File: src/shared/dma_hold_pkg.sv
/*
 * Constants and state type for the bus-master hold controller.
 * Assumes a single 10 MHz core clock whose rising edge stands for the
 * trailing edge of the phase-one system clock.
 */
package dma_hold_pkg;
    // ------------------------------------------------------------
    // Widths and counts
    // ------------------------------------------------------------
    localparam int ADDR_W          = 16;
    localparam int DATA_W          = 16;
    localparam int CLK_PERIOD_NS   = 100;
    localparam int ACK_DROP_CYCLES = 2;   // Phase-one cycles the processor needs to drop ack
    localparam logic [1:0] ACK_DROP_CNT = 2'(ACK_DROP_CYCLES);
    localparam logic [1:0] BUF_CNT_RST  = 2'h0;
    localparam logic       SETUP_EN_RST = 1'b0;

    typedef enum logic [2:0] {
        ST_IDLE,
        ST_ACQUIRE,
        ST_SETUP,
        ST_OPEN,
        ST_WAIT,
        ST_CLOSE,
        ST_RELEASE
    } phase_t;
endpackage

File: src/logic/dma_bus_master_hold_control.sv
/*
 * Bus-master hold controller: requests the memory bus from the processor,
 * runs memory cycles for a stream of transfer requests, then hands the bus back.
 * Assumes i_core_clk rises at the trailing edge of phase one, and that
 * bus_yield_ack and memory ready arrive asynchronously from the processor side.
 * Read data is taken straight off the data bus at the closing edge, where the
 * memory holds it stable; it is not passed through a synchroniser.
 */
`timescale 1ns/10ps
module dma_bus_master_hold_control
    import dma_hold_pkg::*;
#(
    parameter int AW = ADDR_W,   // Address width
    parameter int DW = DATA_W    // Data width
)(
    input  wire logic          i_core_clk,      // Core clock, phase-one trailing edge
    input  wire logic          i_rst,           // Asynchronous reset, active high
    input  wire logic          i_setup_en,      // Insert a setup state before opening
    input  wire logic          i_req_valid,     // Transfer request valid
    output logic               o_req_ready,     // Request accepted
    input  wire logic          i_req_write,     // Request is a write
    input  wire logic [AW-1:0] i_req_addr,      // Request address
    input  wire logic [DW-1:0] i_req_wdata,     // Request write data
    output logic               o_rsp_valid,     // Read data valid
    input  wire logic          i_rsp_ready,     // Read data taken
    output logic [DW-1:0]      o_rsp_rdata,     // Read data
    output logic               o_grant,         // Access grant to the local requester
    output logic               o_yield_req_oe_n,// Yield request pin: low pulls line low
    input  wire logic          i_bus_yield_ack, // Processor acknowledge (async)
    input  wire logic          i_mem_ready,     // Memory ready (async)
    output logic [AW-1:0]      o_addr,          // Address bus drive
    output logic               o_addr_oe_n,     // Address enable, low drives
    output logic [DW-1:0]      o_data,          // Data bus drive
    output logic               o_data_oe_n,     // Data enable, low drives
    input  wire logic [DW-1:0] i_data,          // Data bus sample
    output logic               o_read_direction_strobe,   // High for reads
    output logic               o_memory_cycle_enable_n,   // Memory cycle enable, active low
    output logic               o_write_strobe_n,          // Write strobe, active low
    output logic               o_direct_access_cycle_flag_n, // DMA cycle, active low
    output logic               o_cycle_complete_flag_n,   // Closing state, active low
    output logic               o_ctl_oe_n                 // Control line enable, low drives
);
    // ------------------------------------------------------------
    // State
    // ------------------------------------------------------------
    typedef struct packed {
        logic [1:0]    ack_sync;
        logic [1:0]    rdy_sync;
        phase_t        phase;
        logic [1:0]    drop_cnt;
        logic          req_write;
        logic [AW-1:0] req_addr;
        logic [DW-1:0] req_wdata;
        logic          req_full;
        logic          we;
        logic          grant;
        logic [DW-1:0] buf0;
        logic [DW-1:0] buf1;
        logic [1:0]    buf_cnt;
        logic          yield_on;
    } state_t;

    state_t s_q;
    state_t s_d;

    logic ack;
    logic rdy;
    logic more;
    logic room;
    logic take_req;
    logic pop;

    assign ack  = s_q.ack_sync[1];
    assign rdy  = s_q.rdy_sync[1];
    // Reads need a free buffer slot so that a stalled receiver loses nothing
    assign room = (s_q.buf_cnt != 2'h2);
    assign more = i_req_valid && (!i_req_write ? (s_q.buf_cnt == 2'h0) : 1'b1);
    assign pop  = o_rsp_valid && i_rsp_ready;

    // ------------------------------------------------------------
    // Next state
    // ------------------------------------------------------------
    always_comb
    begin
        s_d             = s_q;
        take_req        = 1'b0;
        s_d.ack_sync    = {s_q.ack_sync[0], i_bus_yield_ack};
        s_d.rdy_sync    = {s_q.rdy_sync[0], i_mem_ready};
        if (pop)
        begin
            s_d.buf0    = s_q.buf1;
            s_d.buf_cnt = s_q.buf_cnt - 2'h1;
        end
        case (s_q.phase)
            ST_IDLE:
            begin
                if (i_req_valid && !ack && room)
                begin
                    s_d.phase = ST_ACQUIRE;
                end
            end
            ST_ACQUIRE:
            begin
                if (ack)
                begin
                    take_req      = 1'b1;
                    s_d.grant     = 1'b1;
                    s_d.phase     = i_setup_en ? ST_SETUP : ST_OPEN;
                end
            end
            ST_SETUP:
            begin
                s_d.phase = ST_OPEN;
            end
            ST_OPEN:
            begin
                s_d.we    = s_q.req_write;
                s_d.phase = rdy ? ST_CLOSE : ST_WAIT;
            end
            ST_WAIT:
            begin
                if (rdy)
                begin
                    s_d.phase = ST_CLOSE;
                end
            end
            ST_CLOSE:
            begin
                s_d.we = 1'b0;
                if (!s_q.req_write)
                begin
                    if (pop)
                    begin
                        s_d.buf0 = (s_q.buf_cnt == 2'h2) ? s_q.buf1 : i_data;
                        s_d.buf1 = i_data;
                        s_d.buf_cnt = s_q.buf_cnt;
                    end
                    else if (s_q.buf_cnt == 2'h0)
                    begin
                        s_d.buf0    = i_data;
                        s_d.buf_cnt = 2'h1;
                    end
                    else
                    begin
                        s_d.buf1    = i_data;
                        s_d.buf_cnt = 2'h2;
                    end
                end
                // Block mode keeps the bus while writes, or reads with the read buffer empty, keep coming
                if (more)
                begin
                    take_req  = 1'b1;
                    s_d.phase = i_setup_en ? ST_SETUP : ST_OPEN;
                end
                else
                begin
                    s_d.grant    = 1'b0;
                    s_d.drop_cnt = ACK_DROP_CNT;
                    s_d.phase    = ST_RELEASE;
                end
            end
            ST_RELEASE:
            begin
                // Wait out the acknowledge drop before any new acquire
                if (s_q.drop_cnt != 2'h0)
                begin
                    s_d.drop_cnt = s_q.drop_cnt - 2'h1;
                end
                else if (!ack)
                begin
                    s_d.phase = ST_IDLE;
                end
            end
            default:
            begin
                s_d.phase = ST_IDLE;
            end
        endcase
        if (take_req)
        begin
            s_d.req_write = i_req_write;
            s_d.req_addr  = i_req_addr;
            s_d.req_wdata = i_req_wdata;
        end
        // Request pin comes from a flop so it never glitches between states
        s_d.yield_on = (s_d.phase inside {ST_ACQUIRE, ST_SETUP,
                                          ST_OPEN, ST_WAIT, ST_CLOSE});
    end

    always_ff @(posedge i_core_clk or posedge i_rst)
    begin
        if (i_rst)
        begin
            s_q          <= '0;
            s_q.phase    <= ST_IDLE;
            s_q.buf_cnt  <= BUF_CNT_RST;
        end
        else
        begin
            s_q <= s_d;
        end
    end

    // ------------------------------------------------------------
    // Outputs
    // ------------------------------------------------------------
    logic drive;
    logic in_cycle;

    // Bus is ours from acquisition until the request drops
    assign drive    = (s_q.phase inside {ST_SETUP, ST_OPEN, ST_WAIT, ST_CLOSE});
    assign in_cycle = (s_q.phase inside {ST_OPEN, ST_WAIT, ST_CLOSE});

    assign o_req_ready      = take_req;
    assign o_rsp_valid      = (s_q.buf_cnt != 2'h0);
    assign o_rsp_rdata      = s_q.buf0;
    assign o_grant          = s_q.grant;
    assign o_yield_req_oe_n = !s_q.yield_on;
    assign o_addr           = s_q.req_addr;
    assign o_addr_oe_n      = !drive;
    assign o_data           = s_q.req_wdata;
    assign o_data_oe_n      = !(drive && s_q.req_write);
    assign o_ctl_oe_n       = !drive;
    assign o_read_direction_strobe      = drive && !s_q.req_write;
    assign o_memory_cycle_enable_n      = !drive;
    assign o_write_strobe_n             = !s_q.we;
    assign o_direct_access_cycle_flag_n = !(s_q.phase inside {ST_OPEN, ST_WAIT});
    assign o_cycle_complete_flag_n      = !(s_q.phase == ST_CLOSE);
endmodule

File: config.mk
export PLATFORM = sky130hd
export DESIGN_NAME = dma_bus_master_hold_control
export DESIGN_NICKNAME = d
export VERILOG_FILES = /design/src/shared/dma_hold_pkg.sv /design/src/logic/dma_bus_master_hold_control.sv
export SDC_FILE = /design/constraint.sdc
export NUM_CORES = 1
export LEC_CHECK = 0
export ABC_AREA = 1
export BUFFER_PORTS_ARGS = -buffer_cell sky130_fd_sc_hd__buf_2
export CAP_MARGIN = 20
export CORE_MARGIN = 2
export CORE_UTILIZATION = 47
export DETAILED_ROUTE_END_ITERATION = 10
export PLACE_DENSITY_LB_ADDON = 0.08
export SYNTH_ARGS = -nofsm -noshare
export SYNTH_HDL_FRONTEND = slang
export SYNTH_SLANG_ARGS = --single-unit
File: constraint.sdc
create_clock -name i_core_clk -period 4.55 [get_ports i_core_clk]
set_input_delay 0.91 -clock i_core_clk [delete_from_list [all_inputs] [get_ports i_core_clk]]
set_output_delay 0.91 -clock i_core_clk [all_outputs]
set_load 0.02 [all_outputs]
==> run summary, run 1 <==
In this run the worst hold path is classified as reg2reg. The final critical path takes up 76.43% of the cycle. The fraction of layout instances using a drive strength above 1 came out at 28.35%. The share of total power dissipated in the clock network is 17.1%. The total design power is 3292 uW. The number of max-slew violations in the final report is 0. For this configuration, the core starts out at a cell density of 47.94%.

The tool flagged a number of max-cap violations equal to 0. Timing analysis after detailed placement gives a worst setup slack of 1.429 ns. In this run, the combinational gates consume 45.2% of the power. The number of vias per cell after detailed routing came out at 5.060.

Traced cell by cell, the critical path runs through inv_2 > nand3_2 > nand2_2 > buf_2. The DRC violation count after routing came out at 0. The first global-routing pass estimated 13.70 mm of wire. Once detailed placement completed, the half-perimeter wirelength came to 5.743 mm. The arrival time reported for the critical path endpoint is 2.57 ns.

The placement row count is 33. After detailed placement, the design holds a cell count of 605. Setup repair after global routing left no endpoint under its margin. The routed via count is 3137. The congestion estimate from routability-driven global placement came to 0.8485.

Setup violations remaining at the end of the flow were counted as 0. The synthesized design spends more area on one cell type than any other, namely sky130_fd_sc_hd__dfrtp_1. The die area is 8998 um^2. The relative area change from synthesis to final layout came out at 11.54%. The internal power came out at 1857 uW. The cell at the slowest stage of the critical path is sky130_fd_sc_hd__nand2_2.

The data required time at the worst endpoint came out at 3.64 ns. The largest single stage delay on the critical path is 0.75 ns. The number of buffer cells added on primary ports is 115. In this run the count of I/O pins placed on the die edge is 116. The run finished with clean final reports. The overall die height came out at 94.86 um. The Yosys step of the flow raised 0 warnings.

In the final layout, the multi-input gates occupy 1311 um^2. The footprint of the flip-flops and latches came out at 1977 um^2. The leakage power figure came out at 0.002361 uW. In this run the cell area of the synthesized design comes to 3880 um^2. The total routed wirelength came out at 8.494 mm. The part of the Yosys area used for sequential elements came out at 50.95%. The net switching power figure came out at 1434 uW. In this run the remaining antenna-violating nets after routing total 0.

Along the worst path, the maximum fanout reaches 35. TritonCTS created 9 clock buffers. The mean post-synth cell area came out at 8.584 um^2.

Counting every sink on the clock net gives 79. Adding up every negative setup slack in the final design gives 0 ns. Entering global routing, the biggest net connects 46 pins.

The number of global-route vias before repair is 2868. The critical path in this run is classified as reg2out. The number of antenna cells inserted is 0.

The maximum vdd ir drop is 0.2722 mV. The number of nets produced by synthesis came out at 511. Gates resized during post-CTS repair numbered 0. The fraction of power spent switching nets is 43.57%. The post-layout net count came out at 570. TritonCTS built the clock tree. The worst setup path is launched from a register. Timing would allow up to 287.5 MHz. Leaving out filler cells and counting taps, the final layout contains 620.

The die outline width is 94.86 um. STA classifies the critical path endpoint as a primary output. After synthesis the netlist holds a flip-flop and latch count of 79. CTS built an H-tree with a depth of 3. The cell family contributing the most delay on the critical path is simple AND/OR/NAND/NOR gates.

The core area came out at 8093 um^2. The maximum root-to-sink buffer count is 2. The total of fill cells in the finished design came out at 798. The worst-case setup margin in the final layout came out at 1.072 ns. The buffer count from post-CTS setup fixing came out at 0. The hold violation total from the final report came out at 0. Synthesis handed over a netlist of 452 instances. The number of hold buffers added after cts is 0. The share of total power in sequential cells is 37.6%. The areal power density over the cells is 760.6 nW/um^2. In this run, distinct cell masters in the synthesized netlist total 23. The final period demand of the worst path is 3.478 ns.

After clock tree synthesis, the clock-pin slew on the worst setup and hold paths is 0.08 ns. The initial antenna violation count is 0. The tree is rooted in a sky130_fd_sc_hd__clkbuf_8. The aggregate global routing overflow came out at 0. The worst-case headroom to the max-slew limit is 43.18%.

Ranked by total cell area, the synthesized netlist is headed by sky130_fd_sc_hd__dfrtp_1 51%, sky130_fd_sc_hd__nand3_1 16%, sky130_fd_sc_hd__nand2_1 11%. The fraction of synthesized cell area taken by the top area cell type is 50.95%. The buffer and inverter count on the worst path is 2. On the final layout, the worst clock skew is 0.006406 ns.

At the pin with the least slew margin, the transition time is 0.8513 ns. The routed length per instance is 13.70 um. The clock reaches the later pin of the worst-skew pair after 0.34 ns.

The count of TritonRoute iterations in the first routing pass is 4. The initial detailed-routing violation count is 170. For this run, the total global-route usage over all layers was measured as 19.65%.
[cells by family (layout without fill, tap and decap cells)]
| group | Yosys count | in the layout | share of synthesized area [%] |
|---|---|---|---|
| simple gates | 264 | 264 | 31.25 |
| compound gates | 12 | 12 | 1.580 |
| fa+ha+maj | 3 | 3 | 0.9675 |
| buf+inv | 94 | 157 | 15.25 |
| flops | 79 | 79 | 50.95 |
[synthesized netlist by cell type]
| library cell | count |
|---|---|
| sky130_fd_sc_hd__nand4_1 | 1 |
| sky130_fd_sc_hd__buf_4 | 57 |
| sky130_fd_sc_hd__ha_1 | 3 |
| sky130_fd_sc_hd__inv_2 | 3 |
| sky130_fd_sc_hd__buf_2 | 2 |
| sky130_fd_sc_hd__nand2_1 | 117 |
| sky130_fd_sc_hd__clkbuf_1 | 8 |
| sky130_fd_sc_hd__o22ai_1 | 1 |
| sky130_fd_sc_hd__nor2_8 | 1 |
| sky130_fd_sc_hd__inv_1 | 20 |
| sky130_fd_sc_hd__nand3_1 | 123 |
| sky130_fd_sc_hd__nor2_1 | 14 |
| sky130_fd_sc_hd__nand2_4 | 4 |
| sky130_fd_sc_hd__o21ai_1 | 1 |
| sky130_fd_sc_hd__dfrtp_1 | 79 |
| sky130_fd_sc_hd__o21ai_0 | 9 |
| sky130_fd_sc_hd__buf_6 | 3 |
| sky130_fd_sc_hd__a21oi_1 | 1 |
| sky130_fd_sc_hd__nand3_2 | 1 |
| sky130_fd_sc_hd__nor2_4 | 1 |
| sky130_fd_sc_hd__nor2_2 | 1 |
| sky130_fd_sc_hd__buf_1 | 1 |
| sky130_fd_sc_hd__nand2_2 | 1 |
[cell type report]
cell class              instances  area share [%]
clock inverters                 4           1.619
multi-input cells             279           30.30
clock buffers                  11           3.267
well taps                     105           3.036
inverters                      23           2.024
flip-flops and latches         79           45.68
repair buffers                119           14.08
[power groups by stage]
stage	Sequential (uW)	Combinational [uW]	Clock [uW]
floorplan	1200	1400	0
global placement	1240	1480	0
detailed placement	1250	1510	0
CTS	1240	1510	581
global route	1280	1670	613
finish	1240	1490	564
[routing by layer]
| layer | track usage, % | share of wire [%] |
|---|---|---|
| met1 | 25.77 | 44 |
| met2 | 32.15 | 48 |
| met3 | 3.831 | 6.4 |
| met4 | 7.729 | 1.2 |
| met5 | 0 | 0 |
[cell usage in the layout, fill, tap and decap left out, drive strengths merged]
cell    count
nand3     124
nand2     122
buf       119
dfrtp      79
inv        22
nor2       17
clkbuf     11
o21ai      10
clkinv      3
ha          3
bufinv      2
a21oi       1
nand4       1
o22ai       1
[final timing paths]
kind	from	endpoint	slack (ns)	cells past startpoint
min in group asynchronous	i_rst	o_data[6]	0.68	2
worst max-delay path	s_q[75]	o_req_ready	1.07	4
worst min register to register	s_d[79]	ack	0.36	0
worst min-delay path	s_d[79]	ack	0.36	0
max in group asynchronous	i_rst	o_addr[5]	2.95	3
worst max register to register	s_q[1]	s_q[1]	2.27	8
[state kept, by name (all words and copies together), names as in the netlist]
register	flops
o_grant	1
s_q	26
o_addr	16
s_d	2
o_rsp_rdata	16
ack	1
o_data	16
rdy	1
[stage by stage]
step,utilization (%),area [um^2],hold WS [ns]
2_1_floorplan,-,3880,0.3312
3_3_place_gp,50.73,4105,0.3437
3_5_place_dp,50.87,4116,0.3395
4_1_cts,53.48,4328,0.3604
5_1_grt,53.48,4328,0.3736
6_report,53.48,4328,0.3551
[worst reg2reg max path: cells and delay by family, from the launching register on]
kind,cells,cell delay [ns]
DFF,1,0.35
AOI/OAI and AO/OA,1,0.14
buffers and inverters,3,0.47
adders and majority gates,1,0.26
and+or+nand+nor,3,0.96
(Power assumes the default switching activity.)
==> run 2: changes to the inputs <==
clock period = 3.35 ns   (was 4.55 ns; I/O delays follow)
==> run summary, run 2 (synthesis results as in run 1) <==
The footprint of the flip-flops and latches came out at 1977 um^2. TritonCTS built the clock tree. The post-DP HPWL came out at 5.767 mm. The effective utilization at floorplan came out at 47.94%. The data required time at the worst endpoint came out at 2.68 ns.

0 antenna diodes ended up in the layout. The combined area of the multi-input logic cells is 1311 um^2. The aggregate global routing overflow is 0. The worst-case setup margin in the final layout came out at 0.9720 ns.

The number of placed cells counting well taps came out at 608. The run finished with clean final reports. The arrival time reported for the critical path endpoint is 1.71 ns. Once the clock tree was built, the setup fixing pass inserted 0 buffers. The final hold slack is 0.3615 ns. In this run the clock root is driven by a sky130_fd_sc_hd__clkbuf_8. The worst hold path was traced through 0 stages. The tightest min-delay check is of the reg2reg type. The initial antenna violation count is 0. The post-layout net count came out at 573. The clock group share of total power came out at 15.4%. The maximum vdd ir drop came out at 0.4690 mV. The leakage power figure is 0.002364 uW. The share of total power in sequential cells is 38.2%. The clock network latency to the later pin of the worst-skew pair came out at 0.34 ns. The die outline width came out at 94.86 um. Global routing used 19.77% of the available tracks. Of the available clock period, the critical path in the final layout requires 70.99%. The maximum number of pins on one net before global-route repair is 80. The worst slack after detailed placement came out at 1.346 ns.

The net switching power figure is 1942 uW. The number of global-route vias before repair is 2907. The met2 wire length came out at 4.180 mm. The cell depth of the worst flop-to-flop path is 7. The fraction of layout instances using a drive strength above 1 came out at 28.82%. In the layout the commonest cells are 123 x sky130_fd_sc_hd__nand3_1, 117 x sky130_fd_sc_hd__nand2_1, 115 x sky130_fd_sc_hd__buf_2. Buffers inserted during clock tree synthesis total 9. The detailed router used layers up to and including met4.

The setup violation total in the final timing report came out at 0. The fmax is 420.5 MHz. The die area came out at 8998 um^2. Combinational logic burns 46.4% of the power. For this run, the share of the core covered by cells in the final layout is 53.54%. The number of levels the H-tree was split into is 3. The maximum root-to-sink buffer count is 2. The final total negative setup slack is 0 ns. The number of buffer cells added on primary ports came out at 115. The hold violation total from the final report came to 0. In this run the tightest slew margin relative to its limit is 64.53%. The filler-free cell count of the finished design is 622. In the routed design, unresolved DRC markers number 0. The relative area change from synthesis to final layout came out at 11.67%.

The internal power is 2453 uW. Dividing the detail-routed via count by the number of cells gives 4.960. The clock slew seen by the registers of the worst setup and hold paths is 0.08 ns. The total I/O pin count is 116.

The congestion estimate from routability-driven global placement came to 0.7862. The initialized floorplan defines 33 standard-cell rows. The register with the most flip-flops in the final layout is s_q. The routed design uses 566 um of met3 wire.

For this block, wires on met1 add up to 3.755 mm. The global-route wire length before repair came out at 13.81 mm. The count of TritonRoute iterations in the first routing pass came out at 4.

The transition time at the pin with the least slew margin is 0.5321 ns. The type of the worst setup path is reg2out. The number of gates resized after cts is 0. The number of hold buffers added after cts came out at 0. The overall die height is 94.86 um. Once detail routing completed, the nets flagged for antenna violations numbered 0. STA classifies the critical path endpoint as a primary output. STA classifies the critical path startpoint as a register.

The tool flagged a number of max-cap violations equal to 0. The library cell used most frequently in the layout, excluding fill and tap cells, is sky130_fd_sc_hd__nand3_1. The maximum clock skew at final layout came out at 0.01087 ns. Setup repair after global routing left no endpoint under its margin.

The total routed wirelength came out at 8.600 mm. Fill cells in the final layout number 802. The number of max-slew violations in the final report is 0. The final period demand of the worst path is 2.378 ns. The fraction of power spent switching nets is 44.19%. The number of flip-flops under the largest register name came out at 26. For this design, the sink count on the clock tree is 79. The routed length per instance came out at 13.83 um.

In this run the power density over the cells is 1014 nW/um^2. The core region is 8093 um^2. The routed layout has 3085 vias. The largest fanout of any net on the critical path is 34. The initial detailed-routing violation count came out at 117.
run 2: changes by cell type in the layout (fill, tap and decap cells not counted), sizes merged:
cell | previous run | this run
clkbuf | 11 | 10
bufinv | 2 | 1
clkinvlp | 0 | 1
buf | 119 | 122
run 2: routing by layer:
metal  track usage [%]  vias up
met2             32.51      101
met3             4.150        8
met4             7.246        0
li1                  -     1538
met5                 0        -
met1             25.81     1438
run 2: metrics by stage:
step / area, um^2 / power, uW
6_report: 4333 / 4396
3_3_place_gp: 4148 / 3713
5_1_grt: 4333 / 4766
3_5_place_dp: 4148 / 3758
2_1_floorplan: 3880 / 3531
4_1_cts: 4333 / 4447
run 2: final cells by class:
class                      instances  share of cell area (%)
multi-input combinational        279                   30.26
tap                              105                   3.032
clock inverter                     4                   1.097
clock buffer                      10                   3.176
sequential                        79                   45.63
timing repair buffer             122                   14.78
inverter                          23                   2.021
run 2: power by group through the flow:
stage / sequential [uW] / combinational, uW / clock (uW)
2_1_floorplan: 1630 / 1900 / 0
3_3_place_gp: 1690 / 2030 / 0
3_5_place_dp: 1700 / 2060 / 0
4_1_cts: 1680 / 2070 / 702
5_1_grt: 1740 / 2290 / 745
6_report: 1680 / 2040 / 678
run 2: path summary, 6_finish.rpt:
kind | start | to | slack [ns]
setup / recovery | s_q[75] | o_req_ready | 0.97
hold / removal | s_d[77] | rdy | 0.36
setup reg to reg | s_q[1] | o_rsp_rdata[9] | 1.48
hold reg to reg | s_d[77] | rdy | 0.36
max in group asynchronous | i_rst | s_q[2] | 2.61
min in group asynchronous | i_rst | o_data[10] | 0.39
run 2: worst max-delay path: stages, from the launching register on:
cell	delay [ns]
sky130_fd_sc_hd__dfrtp_1	0.54
sky130_fd_sc_hd__inv_2	0.11
sky130_fd_sc_hd__nand3_2	0.08
sky130_fd_sc_hd__buf_4	0.33
sky130_fd_sc_hd__nand2_2	0.10
sky130_fd_sc_hd__buf_2	0.18
==> run 3: changes to the inputs <==
clock period = 2 ns   (was 3.35 ns; I/O delays follow)
==> run summary, run 3 (synthesis results as in run 1) <==
The number of flip-flops under the largest register name is 26. The fraction of layout instances using a drive strength above 1 came out at 32.13%. The post-DP HPWL came out at 5.724 mm. The commonest non-fill, non-tap cell in the layout is sky130_fd_sc_hd__nand3_1. The global-route usage over all layers is 19.15%. The count of buffers added on input and output ports is 115. The post-layout net count came out at 582. The register ranked first by flip-flop count is s_q. The die covers 8998 um^2. STA classifies the critical path startpoint as a register.

The cell family contributing the most delay on the critical path is flip-flops. The areal power density over the cells is 1739 nW/um^2. The fmax is 521.7 MHz. STA classifies the critical path endpoint as a primary output.

The initial antenna violation count is 0. In the final routed layout, each cell accounts on average for 13.52 um. The buffer and inverter count on the worst path is 3. In this run the standard cell core region covers 8093 um^2. Max-cap violations in this run came to 0. In this run, CTS created clock tree buffers numbering 9. The data required time at the worst endpoint came out at 1.60 ns. After detailed routing, the number of vias per cell comes to 4.922. The cell at the slowest stage of the critical path is sky130_fd_sc_hd__dfrtp_2.

The arrival time reported for the critical path endpoint came out at 1.52 ns. The number of placed cells counting well taps came out at 613. For this run, the slowest stage of the critical path takes 0.47 ns.

The maximum number of pins on one net before global-route repair is 80. The routed design has 8.534 mm of wire. The final period demand of the worst path came out at 1.917 ns. The number of max-slew violations in the final report is 0. The clock tree root driver cell is sky130_fd_sc_hd__clkbuf_8. The filler-free cell count of the finished design is 631. The instance area at placement came out at 4188 um^2. The DRC violation count after routing came out at 0. The floorplan has 33 rows. The maximum root-to-sink buffer count is 2. After layout, the worst path uses 95.85% of the clock period.

The number of routed nets with antenna violations came out at 0. By instance count, the cell type seen most on the critical path is sky130_fd_sc_hd__inv_2. Setup violations remaining at the end of the flow were counted as 0. The placer congestion estimate is 0.8535.

The overall die height came out at 94.86 um. The global-route wire length before repair came out at 13.49 mm. The tightest min-delay check is of the in2reg type. The type of the worst setup path is reg2out.

IR analysis of the VDD net gives a maximum drop of 0.6531 mV. The hold violation total from the final report is 0. The leakage power figure came out at 0.002431 uW. The H-tree was split into 3 levels.

The largest fanout of any net on the critical path is 5. The clock drives 79 sinks. Setup slack on the critical path of the routed design comes to 0.08301 ns. The worst slack after detailed placement is 0.3114 ns. Traced cell by cell, the critical path runs through inv_2 > nor2_4 > nand2_4 > nand3_2 > inv_2 > nor2_1 > buf_4. The aggregate global routing overflow came out at 0. For this design, the CTS-stage hold fixing added 0 buffers. The routed via count is 3106.

In the layout the commonest cells are 121 x sky130_fd_sc_hd__nand3_1, 116 x sky130_fd_sc_hd__nand2_1, 114 x sky130_fd_sc_hd__buf_2. The clock network latency to the later pin of the worst-skew pair is 0.34 ns. The total I/O pin count came out at 116. The total design power is 7824 uW. The transition time at the pin with the least slew margin is 0.4161 ns. The effective utilization at floorplan came out at 47.94%. The first routing iteration left 115 violations. The die outline width is 94.86 um. The run finished with clean final reports. After clock tree synthesis, the clock-pin slew on the worst setup and hold paths is 0.08 ns. The summed area of non-filler cells in the final layout came out at 4498 um^2. The number of global-route vias before repair is 2878.

The TritonCTS clock tree is done. The repair_antennas step left the layout with diodes totalling 0. The count of TritonRoute iterations in the first routing pass is 4. The worst pin sits at a relative slew slack of 72.07%. The relative area change from synthesis to final layout came out at 15.93%. The maximum clock skew at final layout came out at 0.007187 ns.
[run 3: final cells by class]
type                            count  area (um^2)
Timing Repair Buffer              131        710.7
Sequential cell                    79         1979
Multi-Input combinational cell    279         1354
Tap cell                          105        131.4
Clock buffer                       10        137.6
Clock inverter                      4        95.09
Fill cell                         781         3595
Inverter                           23        90.09
[run 3: path summary, 6_finish.rpt]
kind / startpoint / endpoint / slack [ns] / depth (start not counted)
worst max-delay path: s_q[73] / o_read_direction_strobe / 0.08 / 7
worst min-delay path: i_bus_yield_ack / s_d[79] / 0.16 / 1
worst max register to register: s_q[73] / s_q[1] / 0.35 / 7
worst min register to register: s_d[79] / ack / 0.35 / 0
max in group asynchronous: i_rst / s_q[74] / 1.50 / 3
min in group asynchronous: i_rst / o_data[7] / 0.18 / 3
[run 3: timing repair]
action                                  4_1_cts  5_1_grt
pin swaps                                     0        3
resized for setup                             1       14
buffers inserted                              0        4
endpoints found under the setup margin        1        6
[run 3: per-stage QoR]
stage | setup TNS (ns) | utilization, % | hold WS (ns)
floorplan | 0 | - | 0.3312
detailed placement | 0 | 51.75 | 0.3364
global placement | 0 | 51.75 | 0.3349
finish | 0 | 55.58 | 0.1645
CTS | 0 | 54.65 | 0.1464
global route | -0.01327 | 55.58 | 0.1411
[run 3: routing by layer]
layer | GRT usage (%) | part of all wire [%] | up-vias
met4 | 7.246 | 1.9 | 0
met2 | 31.97 | 48 | 106
li1 | - | - | 1556
met5 | 0 | 0 | -
met3 | 3.671 | 6.4 | 14
met1 | 24.69 | 44 | 1430
[run 3: report_power, final]
part	total, uW	switching (uW)	internal, uW	leakage (uW)
Sequential	2820	443	2370	0.000948
Clock	1390	543	848	0.000118
Combinational	3620	2330	1290	0.00136
